--- config.mk ---
export PLATFORM = sky130hd
export DESIGN_NAME = ocm_fixed_latency_ports
export DESIGN_NICKNAME = d
export VERILOG_FILES = /design/src/hw/ocm_fixed_latency_ports.v
export VERILOG_INCLUDE_DIRS = /design/src /design/src/hw
export SDC_FILE = /design/constraint.sdc
export NUM_CORES = 1
export LEC_CHECK = 0
export BUFFER_PORTS_ARGS = -buffer_cell sky130_fd_sc_hd__buf_2
export CORE_MARGIN = 4
export CORE_UTILIZATION = 45
export CTS_BUF_LIST = sky130_fd_sc_hd__clkbuf_16
export DETAILED_ROUTE_END_ITERATION = 8
export PLACE_DENSITY_LB_ADDON = 0.3
export SLEW_MARGIN = 20
export SYNTH_ARGS = -nofsm -noshare
export SYNTH_HDL_FRONTEND = slang
export SYNTH_SLANG_ARGS = --single-unit
--- constraint.sdc ---
create_clock -name mclk_in -period 5.8 [get_ports mclk_in]
set_clock_uncertainty 0.15 [all_clocks]
set_input_delay 0.58 -clock mclk_in [delete_from_list [all_inputs] [get_ports mclk_in]]
set_output_delay 0.58 -clock mclk_in [all_outputs]
set_load 0.02 [all_outputs]
--- src/hw/ocm_defs.vh ---
// Register offsets, field positions and reset values of the memory ports.
`ifndef OCM_DEFS_VH
`define OCM_DEFS_VH

// ==========================================================================
// Register offsets on the plain register port (word index)
// ==========================================================================
`define OCM_OFF_INSTR_CTRL   2'h0
`define OCM_OFF_DATA_CTRL    2'h1
`define OCM_OFF_FILL_ADDR    2'h2
`define OCM_OFF_FILL_DATA    2'h3

// ==========================================================================
// Control register fields
// ==========================================================================
`define OCM_CTRL_AUTO_BIT    3
`define OCM_CTRL_WAIT_LO     5
`define OCM_CTRL_WAIT_HI     7
`define OCM_CTRL_RST         8'h01

// ==========================================================================
// Fill registers
// ==========================================================================
`define OCM_FILL_ADDR_W      22
`define OCM_FILL_ADDR_RST    22'h000000
`define OCM_FILL_DATA_RST    32'h00000000

// ==========================================================================
// Timing
// ==========================================================================
// Cycles from a shared rising edge to the edge on which the synchronised
// RAM clock shows its rise.
`define OCM_SYNC_LAT         4'h3

`endif

--- src/hw/ocm_fixed_latency_ports.v ---
// Fixed-latency instruction and data side memory port controllers.
//
// Added by the designer: strobed register access and the address map.
`timescale 1ns/1ps
`include "ocm_defs.vh"

// ==========================================================================
// One read port with its own ratio tracking
// ==========================================================================
module ocm_read_port #(
  parameter AW  = 21,
  parameter DW  = 32,
  parameter GAP = 1
) (
  // Clock, reset, enable
  input  wire          mclk_in,
  input  wire          rst_n_in,
  input  wire          ce_in,
  // Ratio control
  input  wire [7:0]    ctrl_in,
  input  wire          ram_clk_in,
  output wire          shared_edge_out,
  output wire [2:0]    wait_field_out,
  // Core side
  input  wire          req_in,
  input  wire [AW-1:0] addr_in,
  input  wire          flush_in,
  output wire          ready_out,
  output reg           valid_out,
  output reg  [DW-1:0] data_out,
  // RAM side
  output reg  [AW-1:0] ram_addr_out,
  input  wire [DW-1:0] ram_data_in
);

  // Two stages synchronise the RAM clock and the third finds its rise.
  reg       sync1_q;
  reg       sync2_q;
  reg       sync3_q;
  reg [3:0] cnt_q;
  reg [3:0] meas_q;
  reg [3:0] ratio_q;
  reg       s1_q;
  reg       s2_q;
  wire      auto_mode;
  wire [3:0] prog_ratio;
  wire [3:0] ratio;
  wire      rise;
  wire      accept;
  wire [3:0] meas_ratio;
  wire [3:0] ratio_next;
  wire [3:0] wait_full;

  // Phase that the counter holds in the cycle after a detected rise. The
  // rise is seen a fixed number of edges late, so that latency is reduced
  // modulo the ratio; the loop is bounded because the latency is small.
  function [3:0] phase_after;
    input [3:0] n;
    reg   [3:0] p;
    integer     i;
    begin
      p = `OCM_SYNC_LAT;
      for (i = 0; i < 4; i = i + 1) begin
        if (n != 4'h0 && p >= n) begin
          p = p - n;
        end
      end
      phase_after = p;
    end
  endfunction

  // A measured period of zero cycles means that no rise was seen yet.
  function [3:0] period_or_one;
    input [3:0] m;
    begin
      period_or_one = (m == 4'h0) ? 4'h1 : m;
    end
  endfunction

  assign auto_mode  = ctrl_in[`OCM_CTRL_AUTO_BIT];
  assign prog_ratio = {2'b00, ctrl_in[`OCM_CTRL_WAIT_HI:`OCM_CTRL_WAIT_HI-1]}
                      + 4'h1;
  assign ratio      = auto_mode ? ratio_q : prog_ratio;
  assign meas_ratio = period_or_one(meas_q);
  assign ratio_next = auto_mode ? meas_ratio : prog_ratio;
  assign rise       = sync2_q & ~sync3_q;
  // The next rising edge of the processor clock is also a RAM clock edge.
  assign shared_edge_out = (cnt_q >= ratio - 4'h1);
  assign wait_full       = {ratio[2:0], 1'b0} - 4'h1;
  assign wait_field_out  = wait_full[2:0];

  // Address stage must be free or handing over at a shared edge; with GAP 2 it must be free, and the data stage free or handing over.
  assign ready_out = (GAP == 1) ? (~s1_q | shared_edge_out)
                                : (~s1_q & (~s2_q | shared_edge_out));
  assign accept    = req_in & ready_out & ~flush_in;

  always @(posedge mclk_in) begin
    if (!rst_n_in) begin
      sync1_q <= 1'b0;
      sync2_q <= 1'b0;
      sync3_q <= 1'b0;
      cnt_q   <= 4'h0;
      meas_q  <= 4'h0;
      ratio_q <= 4'h1;
    end else if (ce_in) begin
      sync1_q <= ram_clk_in;
      sync2_q <= sync1_q;
      sync3_q <= sync2_q;
      if (rise) begin
        // Every seen rise realigns the phase, so that a manual ratio also
        // puts its shared edges on the rising edges of the RAM clock.
        meas_q <= 4'h1;
        cnt_q  <= phase_after(ratio_next);
        if (auto_mode) begin
          ratio_q <= meas_ratio;
        end
      end else begin
        if (meas_q != 4'hF) begin
          meas_q <= meas_q + 4'h1;
        end
        cnt_q <= shared_edge_out ? 4'h0 : cnt_q + 4'h1;
      end
      if (auto_mode && sync2_q && sync3_q && meas_q > 4'h8) begin
        ratio_q <= 4'h1;   // RAM clock too fast to see: treat as 1:1.
      end
    end
  end

  always @(posedge mclk_in) begin
    if (!rst_n_in) begin
      s1_q         <= 1'b0;
      s2_q         <= 1'b0;
      valid_out    <= 1'b0;
      data_out     <= {DW{1'b0}};
      ram_addr_out <= {AW{1'b0}};
    end else if (ce_in) begin
      valid_out <= 1'b0;
      if (flush_in) begin
        s1_q <= 1'b0;
        s2_q <= 1'b0;
      end else begin
        if (shared_edge_out) begin
          s2_q <= s1_q;
          if (s2_q) begin
            valid_out <= 1'b1;
            data_out  <= ram_data_in;
          end
        end
        if (accept) begin
          s1_q         <= 1'b1;
          ram_addr_out <= addr_in;
        end else if (shared_edge_out) begin
          s1_q <= 1'b0;
        end
      end
    end
  end

endmodule // ocm_read_port

// ==========================================================================
// Top level: both ports, fill path and register port
// ==========================================================================
module ocm_fixed_latency_ports #(
  parameter IAW = 21,
  parameter DAW = 21
) (
  // Clock, reset, enable
  input  wire            mclk_in,
  input  wire            rst_n_in,
  input  wire            ce_in,
  // Register port
  input  wire [1:0]      reg_addr_in,
  input  wire [31:0]     reg_wdata_in,
  input  wire            reg_wr_in,
  input  wire            reg_rd_in,
  output reg  [31:0]     reg_rdata_out,
  // Instruction fetch, core side
  input  wire            fetch_req_in,
  input  wire [IAW:0]    fetch_addr_in,
  input  wire            fetch_flush_in,
  output wire            fetch_ready_out,
  output wire            fetch_valid_out,
  output wire [63:0]     fetch_data_out,
  // Instruction RAM
  input  wire            instr_ram_clock_in,
  output wire [IAW-1:0]  instr_read_address_out,
  input  wire [63:0]     instr_read_data_in,
  output reg  [IAW-1:0]  instr_write_address_out,
  output reg  [31:0]     instr_write_data_out,
  output wire            instr_even_write_enable_out,
  output wire            instr_odd_write_enable_out,
  // Data load, core side
  input  wire            load_req_in,
  input  wire [DAW-1:0]  load_addr_in,
  output wire            load_ready_out,
  output wire            load_valid_out,
  output wire [31:0]     load_data_out,
  // Data RAM
  input  wire            data_ram_clock_in,
  output wire [DAW-1:0]  data_read_address_out,
  input  wire [31:0]     data_read_data_in
);

  reg  [7:0]  instr_port_control_q;
  reg  [7:0]  data_port_control_q;
  reg  [`OCM_FILL_ADDR_W-1:0] instr_fill_address_q;
  reg  [31:0] instr_fill_data_q;
  reg         even_en_q;
  reg         odd_en_q;
  reg         wr_act_q;
  reg         wr_even_q;
  reg         wr_odd_q;
  wire        i_se;
  wire [2:0]  i_wait;
  wire [2:0]  d_wait;
  reg  [31:0] rd_d;

  ocm_read_port #(.AW(IAW), .DW(64), .GAP(1)) u_instr (
    .mclk_in         (mclk_in),
    .rst_n_in        (rst_n_in),
    .ce_in           (ce_in),
    .ctrl_in         (instr_port_control_q),
    .ram_clk_in      (instr_ram_clock_in),
    .shared_edge_out (i_se),
    .wait_field_out  (i_wait),
    .req_in          (fetch_req_in),
    .addr_in         (fetch_addr_in[IAW:1]),
    .flush_in        (fetch_flush_in),
    .ready_out       (fetch_ready_out),
    .valid_out       (fetch_valid_out),
    .data_out        (fetch_data_out),
    .ram_addr_out    (instr_read_address_out),
    .ram_data_in     (instr_read_data_in)
  );

  ocm_read_port #(.AW(DAW), .DW(32), .GAP(2)) u_data (
    .mclk_in         (mclk_in),
    .rst_n_in        (rst_n_in),
    .ce_in           (ce_in),
    .ctrl_in         (data_port_control_q),
    .ram_clk_in      (data_ram_clock_in),
    .shared_edge_out (),
    .wait_field_out  (d_wait),
    .req_in          (load_req_in),
    .addr_in         (load_addr_in),
    .flush_in        (1'b0),
    .ready_out       (load_ready_out),
    .valid_out       (load_valid_out),
    .data_out        (load_data_out),
    .ram_addr_out    (data_read_address_out),
    .ram_data_in     (data_read_data_in)
  );

  // Enables are held from the fill write until the next shared edge, so
  // the instruction RAM sees each fill word on exactly one of its edges.
  assign instr_even_write_enable_out = wr_act_q & wr_even_q;
  assign instr_odd_write_enable_out  = wr_act_q & wr_odd_q;

  // A fill write arriving while the previous one waits is dropped.
  always @(posedge mclk_in) begin
    if (!rst_n_in) begin
      instr_port_control_q    <= `OCM_CTRL_RST;
      data_port_control_q     <= `OCM_CTRL_RST;
      instr_fill_address_q    <= `OCM_FILL_ADDR_RST;
      instr_fill_data_q       <= `OCM_FILL_DATA_RST;
      even_en_q               <= 1'b1;
      odd_en_q                <= 1'b0;
      wr_act_q                <= 1'b0;
      wr_even_q               <= 1'b0;
      wr_odd_q                <= 1'b0;
      instr_write_address_out <= {IAW{1'b0}};
      instr_write_data_out    <= 32'h00000000;
    end else if (ce_in) begin
      if (wr_act_q && i_se) begin
        wr_act_q <= 1'b0;
      end
      if (reg_wr_in) begin
        case (reg_addr_in)
          `OCM_OFF_INSTR_CTRL: begin
            instr_port_control_q <= reg_wdata_in[7:0];
          end
          `OCM_OFF_DATA_CTRL: begin
            data_port_control_q <= reg_wdata_in[7:0];
          end
          `OCM_OFF_FILL_ADDR: begin
            instr_fill_address_q <= reg_wdata_in[`OCM_FILL_ADDR_W-1:0];
            even_en_q            <= ~reg_wdata_in[0];
            odd_en_q             <= reg_wdata_in[0];
          end
          `OCM_OFF_FILL_DATA: begin
            instr_fill_data_q <= reg_wdata_in;
            if (!wr_act_q || i_se) begin
              wr_act_q                <= 1'b1;
              wr_even_q               <= even_en_q;
              wr_odd_q                <= odd_en_q;
              instr_write_address_out <=
                instr_fill_address_q[`OCM_FILL_ADDR_W-1:1];
              instr_write_data_out    <= reg_wdata_in;
              even_en_q               <= ~even_en_q;
              odd_en_q                <= ~odd_en_q;
              instr_fill_address_q    <= instr_fill_address_q
                                         + 22'h000001;
            end
          end
          default: begin
          end
        endcase
      end
    end
  end

  // Auto mode reads back twice the detected ratio minus one in the wait field.
  always @* begin
    rd_d = 32'h00000000;
    case (reg_addr_in)
      `OCM_OFF_INSTR_CTRL: begin
        rd_d[7:0] = instr_port_control_q;
        if (instr_port_control_q[`OCM_CTRL_AUTO_BIT]) begin
          rd_d[`OCM_CTRL_WAIT_HI:`OCM_CTRL_WAIT_LO] = i_wait;
        end
      end
      `OCM_OFF_DATA_CTRL: begin
        rd_d[7:0] = data_port_control_q;
        if (data_port_control_q[`OCM_CTRL_AUTO_BIT]) begin
          rd_d[`OCM_CTRL_WAIT_HI:`OCM_CTRL_WAIT_LO] = d_wait;
        end
      end
      `OCM_OFF_FILL_ADDR: begin
        rd_d[`OCM_FILL_ADDR_W-1:0] = instr_fill_address_q;
      end
      default: begin
        rd_d = instr_fill_data_q;
      end
    endcase
  end

  // Read data stand for exactly one cycle after the read strobe.
  always @(posedge mclk_in) begin
    if (!rst_n_in) begin
      reg_rdata_out <= 32'h00000000;
    end else if (ce_in) begin
      reg_rdata_out <= reg_rd_in ? rd_d : 32'h00000000;
    end
  end

endmodule // ocm_fixed_latency_ports

==> flow_summary_export.csv, run 1 <==
group,metric,value,unit
outcome,outcome,"completed",
place,dp_hpwl,32400,µm
grt,grtUsageMet2,0.376,
pwr,peakVddDrop,0.225,mV
worst_setup_path,r2r_slack,0.35,ns
worst_setup_path,cp_data_arrival_time,5.74,ns
worst_setup_path,start_kind,"register",
floorplan,rows,67,
timing,rsz0062_at_grt,"no",
timing,max_slew_margin,0.362,
finish,drive_above_1_share,0.244,
timing,max_freq,184,MHz
grt,use_met1,0.290,
pwr,p_per_area,280,nW/µm²
finish,nFillCells,3094,
timing,setup-violations-final,0,
timing,hold_violations,0,
worst_setup_path,slowest_stage,"fa_1",
yosys,synth_area,15400,µm²
route,vias_per_cell,5.22,
grt,grt_use_total,0.227,
finish,nets,2420,
yosys,syn_avg_cell_area,8.29,µm²
yosys,async_flop_share,0,
timing,setup-tns-final,0,ns
route,wirelength,45000,µm
clock_network,numCtsBuffers,37,
pwr,p_leak,0.00782,µW
run,max_cap_viol_count,0,
clock_network,cts_buffer_depth,3,
clock_network,worstSkewPairLatency,0.53,ns
place,gp_congestion,0.846,
route,drtAntennaViolNets,0,
worst_hold_path,hold_path_class,"input port to register",
yosys,ys_ff_latch,334,
route,route.detailed.drc,0,
yosys,synth_edf_count,0,
timing,hold_ws,0.136,ns
grt,grtUsageMet3,0.0616,
worst_hold_path,holdPathStages,3,
grt,grt-ovfl-total,0,
yosys,synth_xor_area_frac,0.00901,
floorplan,die-area,37300,µm²
worst_setup_path,max_stage_delay,0.53,ns
yosys,synth.net_count,2083,
finish,final_cell_mix,"nand2_1 (568), buf_2 (409), dfxtp_1 (334)",
worst_setup_path,r2r-end,"u_instr.cnt_q[3]",
yosys,synthAdderAreaFrac,0.0336,
place,place_ws,0.290,ns
worst_hold_path,worstHoldStart,"instr_read_data_in[61]",
clock_network,h-tree-depth,2,
worst_setup_path,crit_chain,"ha_1 > mux2_4 > inv_4 > ha_1 > a21boi_1 > buf_4 > a21oi_1 > a21oi_1 > a32o_1 > fa_1 > a32o_1 > o22ai_4 > and2_2 > mux2_1 > ha_1 > inv_1 > fa_1 > a211oi_1 > a311o_1 > or3_1 > a31oi_1",
worst_setup_path,rr_worst_depth,21,
route,first_iter_violations,811,
yosys,synth_seq_area_share,0.434,
yosys,synth_compound_area_frac,0.230,
timing,fin_ws,0.354,ns
timing,fin_crit,5.45,ns
route,drt_first_pass_iters,5,
clock_network,clockRootBuffer,"clkbuf_16",
grt,grt_max_degree,137,
timing,period_share,0.939,
floorplan,initial_utilization,0.458,
yosys,synth_top_family_by_area,"compound AO/OA/AOI/OAI gates",
clock_network,cts-resized-gates,0,
worst_setup_path,worstSetupEndpointType,"register",
yosys,yosysWarnings,0,
yosys,muxShareOfSynthArea,0.0259,
grt,antenna_found_initial,1,
clock_network,cts_hold_buf,0,
yosys,synthDistinctLibCells,97,
floorplan,die_h,193,µm
worst_setup_path,critPathKind,"register to register",
worst_setup_path,cp_max_fo,10,
floorplan,io_pins,412,
finish,postLayoutCoreUtil,0.562,
yosys,synth_ff_type,"dfxtp_1",
clock_network,clk_pin_slew,0.06,ns
clock_network,post_cts.repair.setup_buffers,0,
place,numPortBuffers,410,
clock_network,cts.sinks,334,
timing,drv_slew,0,
floorplan,die_x,193,µm
worst_setup_path,r2r_start,"instr_port_control_q[6]",
clock_network,tritoncts,"yes",
grt,grt_pass1_wl,69600,µm
route,vias,14000,
grt,busiest_layer,"met2",
finish,final_common_cell,"nand2_1",
worst_setup_path,critPathMostFrequentCell,"ha_1",
worst_hold_path,holdPathEnd,"u_instr.data_out[61]",
grt,grt_pass1_vias,13300,
route,wire_per_inst,16.8,µm
yosys,synth_cells,1861,
worst_setup_path,cp.required,6.09,ns
yosys,synthSimpleGateAreaFrac,0.224,
finish,syn_to_final_growth,22.8,%
floorplan,core_area,33700,µm²
timing,tightest_slew,0.954,ns
==> cell usage after synthesis, types with 4 or more instances <==
master     count  share of area
o22ai_1        4         0.0016
a31oi_1       11         0.0045
xor2_1        10         0.0057
nor3_1        16         0.0052
a21boi_1      69          0.034
and3_1         6         0.0024
nand3_1       41          0.013
o31ai_1        4         0.0019
nor2b_1       40          0.016
xnor2_1        4         0.0023
nor3b_1        4         0.0019
and2_1        15         0.0061
inv_1         26         0.0063
o2bb2ai_1      4         0.0023
nand2b_1      10         0.0041
nand4_1       17         0.0069
buf_1          9         0.0022
a21boi_0     200          0.097
a211oi_1       9         0.0044
a21o_1         7         0.0034
a31o_2         5         0.0028
clkbuf_1     111          0.027
buf_2          6         0.0019
a21oi_1       55          0.018
mux2i_1       16          0.010
nand2_1      571           0.14
nor2_1        46          0.011
dfxtp_1      334           0.43
ha_1          35          0.028
a22oi_1       17         0.0083
o21ai_0       41          0.013
fa_1           4         0.0052
buf_6          5         0.0037
a222oi_1      14         0.0091
mux4_2         6         0.0088
==> cell type report <==
class / count / area [µm²] / share of cell area
Inverter: 31 / 119 / 0.00628
Sequential cell: 334 / 6690 / 0.353
Clock inverter: 29 / 307 / 0.0162
Antenna cell: 5 / 12.5 / 0.000661
Clock buffer: 38 / 951 / 0.0502
Timing Repair Buffer: 431 / 2220 / 0.117
Multi-Input combinational cell: 1363 / 8090 / 0.427
Tap cell: 448 / 561 / 0.0296
==> sequential cells by signal, summed over array words and instances (netlist names), 4 cells and up <==
register                 cells
u_data.data_out             32
u_instr.ram_addr_out        21
data_port_control_q          8
u_data.ratio_q               4
instr_write_address_out     21
instr_fill_address_q        22
instr_port_control_q         8
u_data.cnt_q                 4
u_data.meas_q                4
u_instr.ratio_q              4
u_instr.meas_q               4
instr_fill_data_q           32
u_instr.data_out            64
u_data.ram_addr_out         21
instr_write_data_out        32
reg_rdata_out               32
u_instr.cnt_q                4
==> metal layers <==
metal / routed length [µm] / part of all wire
met1: 18800 / 0.42
met3: 3430 / 0.076
met4: 1180 / 0.026
met2: 21600 / 0.48
met5: 13 / 0.00029
==> report_power, final <==
part	internal (µW)	total [µW]	switching, µW
Clock	1460	2410	948
Combinational	222	520	298
Sequential	2340	2370	34.2
==> worst max-delay path by stage <==
| stage | cells past startpoint | endpoint | start |
|---|---|---|---|
| after floorplan | 21 | u_data.cnt_q[1] | data_port_control_q[6] |
| after CTS | 18 | u_data.cnt_q[1] | data_port_control_q[3] |
| after global routing | 22 | u_instr.cnt_q[0] | instr_port_control_q[6] |
| after global placement | 21 | u_instr.cnt_q[3] | instr_port_control_q[6] |
| final | 21 | u_instr.cnt_q[3] | instr_port_control_q[6] |
| after detailed placement | 18 | u_data.cnt_q[1] | data_port_control_q[3] |
==> worst max-delay path: cells and delay by family, from the launching register on <==
kind	cells	cell delay [ns]
muxes	2	0.70
AOI/OAI and AO/OA	9	1.74
DFF	1	0.33
buffers and inverters	3	0.39
and+or+nand+nor	2	0.60
adders and majority gates	5	1.45
==> cell families after synthesis <==
| group | Yosys count |
|---|---|
| mux | 30 |
| xor+xnor | 15 |
| buf+inv | 164 |
| simple gates | 795 |
| compound gates | 484 |
| flops | 334 |
| fa+ha+maj | 39 |
==> metrics by stage <==
| step | total power (µW) | std cells | cell area [µm²] |
|---|---|---|---|
| after floorplan | 2760 | 1861 | 15400 |
| after global placement | 2930 | 2607 | 17700 |
| after detailed placement | 2940 | 2607 | 17700 |
| after CTS | 5350 | 2674 | 18900 |
| after global routing | 5510 | 2674 | 18900 |
| final | 5300 | 2679 | 18900 |
No activity file was read; power rests on OpenSTA's default activity.
==> run 2: changes to the inputs <==
CORE_UTILIZATION = 53   (was 45)
PLACE_DENSITY = 0.92   (was not set)
PLACE_DENSITY_LB_ADDON = not set   (was 0.3)
==> run 2 against run 1 <==
Against the previous run:
- clock power is 17% lower
- sequential share of layout area is 0.65 points higher
- first-iteration DRC count is 42% higher
- critical path depth stayed put
- combinational power hardly changed
- register-to-register slack worse by 0.03 ns
- wire length is 0.20% lower
- cell area is 1.8% lower
- via count is 4.4% higher
==> flow_summary_export.csv, run 2 (synthesis results as in run 1) <==
group,metric,value,unit
pwr,seqPwrFrac,0.483,
pwr,p_int,3680,µW
route,drt_first_pass_iters,6,
timing,rsz0062_at_grt,"no",
clock_network,cts-resized-gates,0,
clock_network,h-tree-depth,2,
finish,num_antenna_cells,0,
worst_hold_path,holdPathStages,3,
grt,grt_pass1_vias,14100,
clock_network,worstSkewPairLatency,0.52,ns
finish,final_cell_mix,"nand2_1 (568), buf_2 (409), dfxtp_1 (333)",
grt,antenna_found_initial,1,
worst_setup_path,r2r-end,"u_instr.cnt_q[3]",
route,vias_per_cell,5.61,
worst_setup_path,critPathTopFamily,"compound AO/OA/AOI/OAI gates",
worst_setup_path,critPathKind,"register to register",
pwr,clock_power_share,0.410,
pwr,p_comb_frac,0.106,
route,first_iter_violations,1148,
worst_setup_path,r2r_start,"instr_port_control_q[6]",
run,max_cap_viol_count,0,
finish,regMostFlops,"u_instr.data_out",
finish,syn_to_final_growth,20.6,%
worst_setup_path,worstSetupEndpointType,"register",
timing,setup-tns-final,0,ns
finish,drive_above_1_share,0.241,
clock_network,cts_hold_buf,0,
grt,grt-ovfl-total,0,
worst_hold_path,holdPathEnd,"u_instr.data_out[31]",
clock_network,clk_pin_slew,0.06,ns
place,gp_congestion,0.862,
floorplan,io_pins,412,
grt,grt_use_total,0.263,
place,numPortBuffers,410,
worst_setup_path,max_stage_delay,0.53,ns
outcome,outcome,"completed",
pwr,switchingPower,1230,µW
worst_setup_path,critPathMostFrequentCell,"ha_1",
timing,period_share,0.944,
timing,setup-violations-final,0,
worst_hold_path,worstHoldStart,"instr_read_data_in[31]",
worst_setup_path,crit_start,"instr_port_control_q[6]",
finish,largest_reg_flops,64,
worst_setup_path,rr_worst_depth,21,
place,place_ws,0.326,ns
place,dp_hpwl,32000,µm
clock_network,cts_buffer_depth,3,
clock_network,numCtsBuffers,35,
pwr,p_per_area,264,nW/µm²
route,wire_per_inst,17.3,µm
clock_network,tritoncts,"yes",
clock_network,clockRootBuffer,"clkbuf_16",
grt,busiest_layer,"met2",
worst_setup_path,cp_max_fo,10,
grt,grtUsageMet3,0.0706,
pwr,p_leak,0.00774,µW
grt,grt_pass1_wl,69600,µm
worst_hold_path,hold_path_class,"input port to register",
clock_network,post_cts.repair.setup_buffers,0,
grt,grtUsageMet2,0.454,
worst_setup_path,slowest_stage,"fa_1",
timing,fin_ws,0.324,ns
worst_setup_path,start_kind,"register",
worst_setup_path,cp.required,6.09,ns
route,drtAntennaViolNets,0,
timing,tightest_slew,1.09,ns
grt,grt_max_degree,180,
worst_setup_path,cp_data_arrival_time,5.76,ns
floorplan,die-area,31900,µm²
floorplan,initial_utilization,0.537,
pwr,peakVddDrop,0.228,mV
grt,use_met1,0.310,
route,vias,14600,
clock_network,cts.sinks,334,
finish,nets,2419,
worst_setup_path,path_buf_inv,3,
floorplan,die_x,179,µm
route,wirelength,45000,µm
floorplan,core_area,28700,µm²
timing,max_slew_margin,0.273,
timing,drv_slew,0,
pwr,switching_share,0.250,
route,route.detailed.drc,0,
timing,hold_ws,0.155,ns
worst_setup_path,r2r_slack,0.32,ns
finish,nFillCells,2340,
worst_setup_path,crit_chain,"ha_1 > mux2_4 > inv_4 > ha_1 > a21boi_1 > buf_4 > a21oi_1 > a21oi_1 > a32o_1 > fa_1 > a32o_1 > o22ai_4 > and2_2 > mux2_1 > ha_1 > inv_1 > fa_1 > a211oi_1 > a311o_1 > or3_1 > a31oi_1",
timing,max_freq,183,MHz
timing,hold_violations,0,
finish,final_common_cell,"nand2_1",
floorplan,die_h,179,µm
timing,fin_crit,5.48,ns
floorplan,rows,62,
==> run 2: changes by cell type in the layout (fill, tap and decap cells not counted), sizes merged <==
| cell | previous run | this run |
|---|---|---|
| diode | 5 | 0 |
| clkinv | 15 | 9 |
| buf | 431 | 432 |
| inv | 37 | 42 |
| clkinvlp | 2 | 1 |
| clkbuf | 38 | 36 |
| bufinv | 6 | 0 |
==> run 2: stage by stage <==
step / power [µW] / utilization / area (µm²) / std cells
4_1_cts: 4930 / 0.648 / 18600 / 2601
6_report: 4910 / 0.648 / 18600 / 2601
5_1_grt: 5080 / 0.648 / 18600 / 2601
3_5_place_dp: 2940 / 0.612 / 17600 / 2544
3_3_place_gp: 2920 / 0.612 / 17600 / 2544
2_1_floorplan: 2760 / - / 15400 / 1861
==> run 2: layer usage <==
metal | share of wire | routed length, µm
met1 | 0.38 | 17100
met3 | 0.089 | 4010
met4 | 0.039 | 1770
met5 | 0 | 0
met2 | 0.49 | 22100
==> run 2: power by group through the flow <==
stage / sequential [µW] / clock (µW) / combinational (µW)
final: 2370 / 2010 / 521
after global placement: 2420 / 0 / 500
after detailed placement: 2420 / 0 / 515
after floorplan: 2440 / 0 / 324
after global routing: 2380 / 2130 / 574
after CTS: 2370 / 2050 / 518
==> run 2: tightest hold or removal path, stage by stage <==
cell and delay, ns:
buf_2 0.09, nand2_1 0.04, a21boi_1 0.05
==> run 2: worst max path at each step <==
stage	endpoint	cells after the start
floorplan	u_data.cnt_q[1]	21
global placement	u_instr.cnt_q[3]	20
detailed placement	u_instr.cnt_q[3]	20
CTS	u_instr.cnt_q[3]	20
global route	u_instr.cnt_q[1]	22
finish	u_instr.cnt_q[3]	21
==> run 2: layout make-up <==
cell class / count / area, µm² / share of cell area
inverters: 31 / 119 / 0.00639
clock inverters: 21 / 109 / 0.00585
well taps: 384 / 480 / 0.0258
clock buffers: 36 / 901 / 0.0484
multi-input cells: 1363 / 8080 / 0.434
flip-flops and latches: 334 / 6690 / 0.360
repair buffers: 432 / 2220 / 0.120
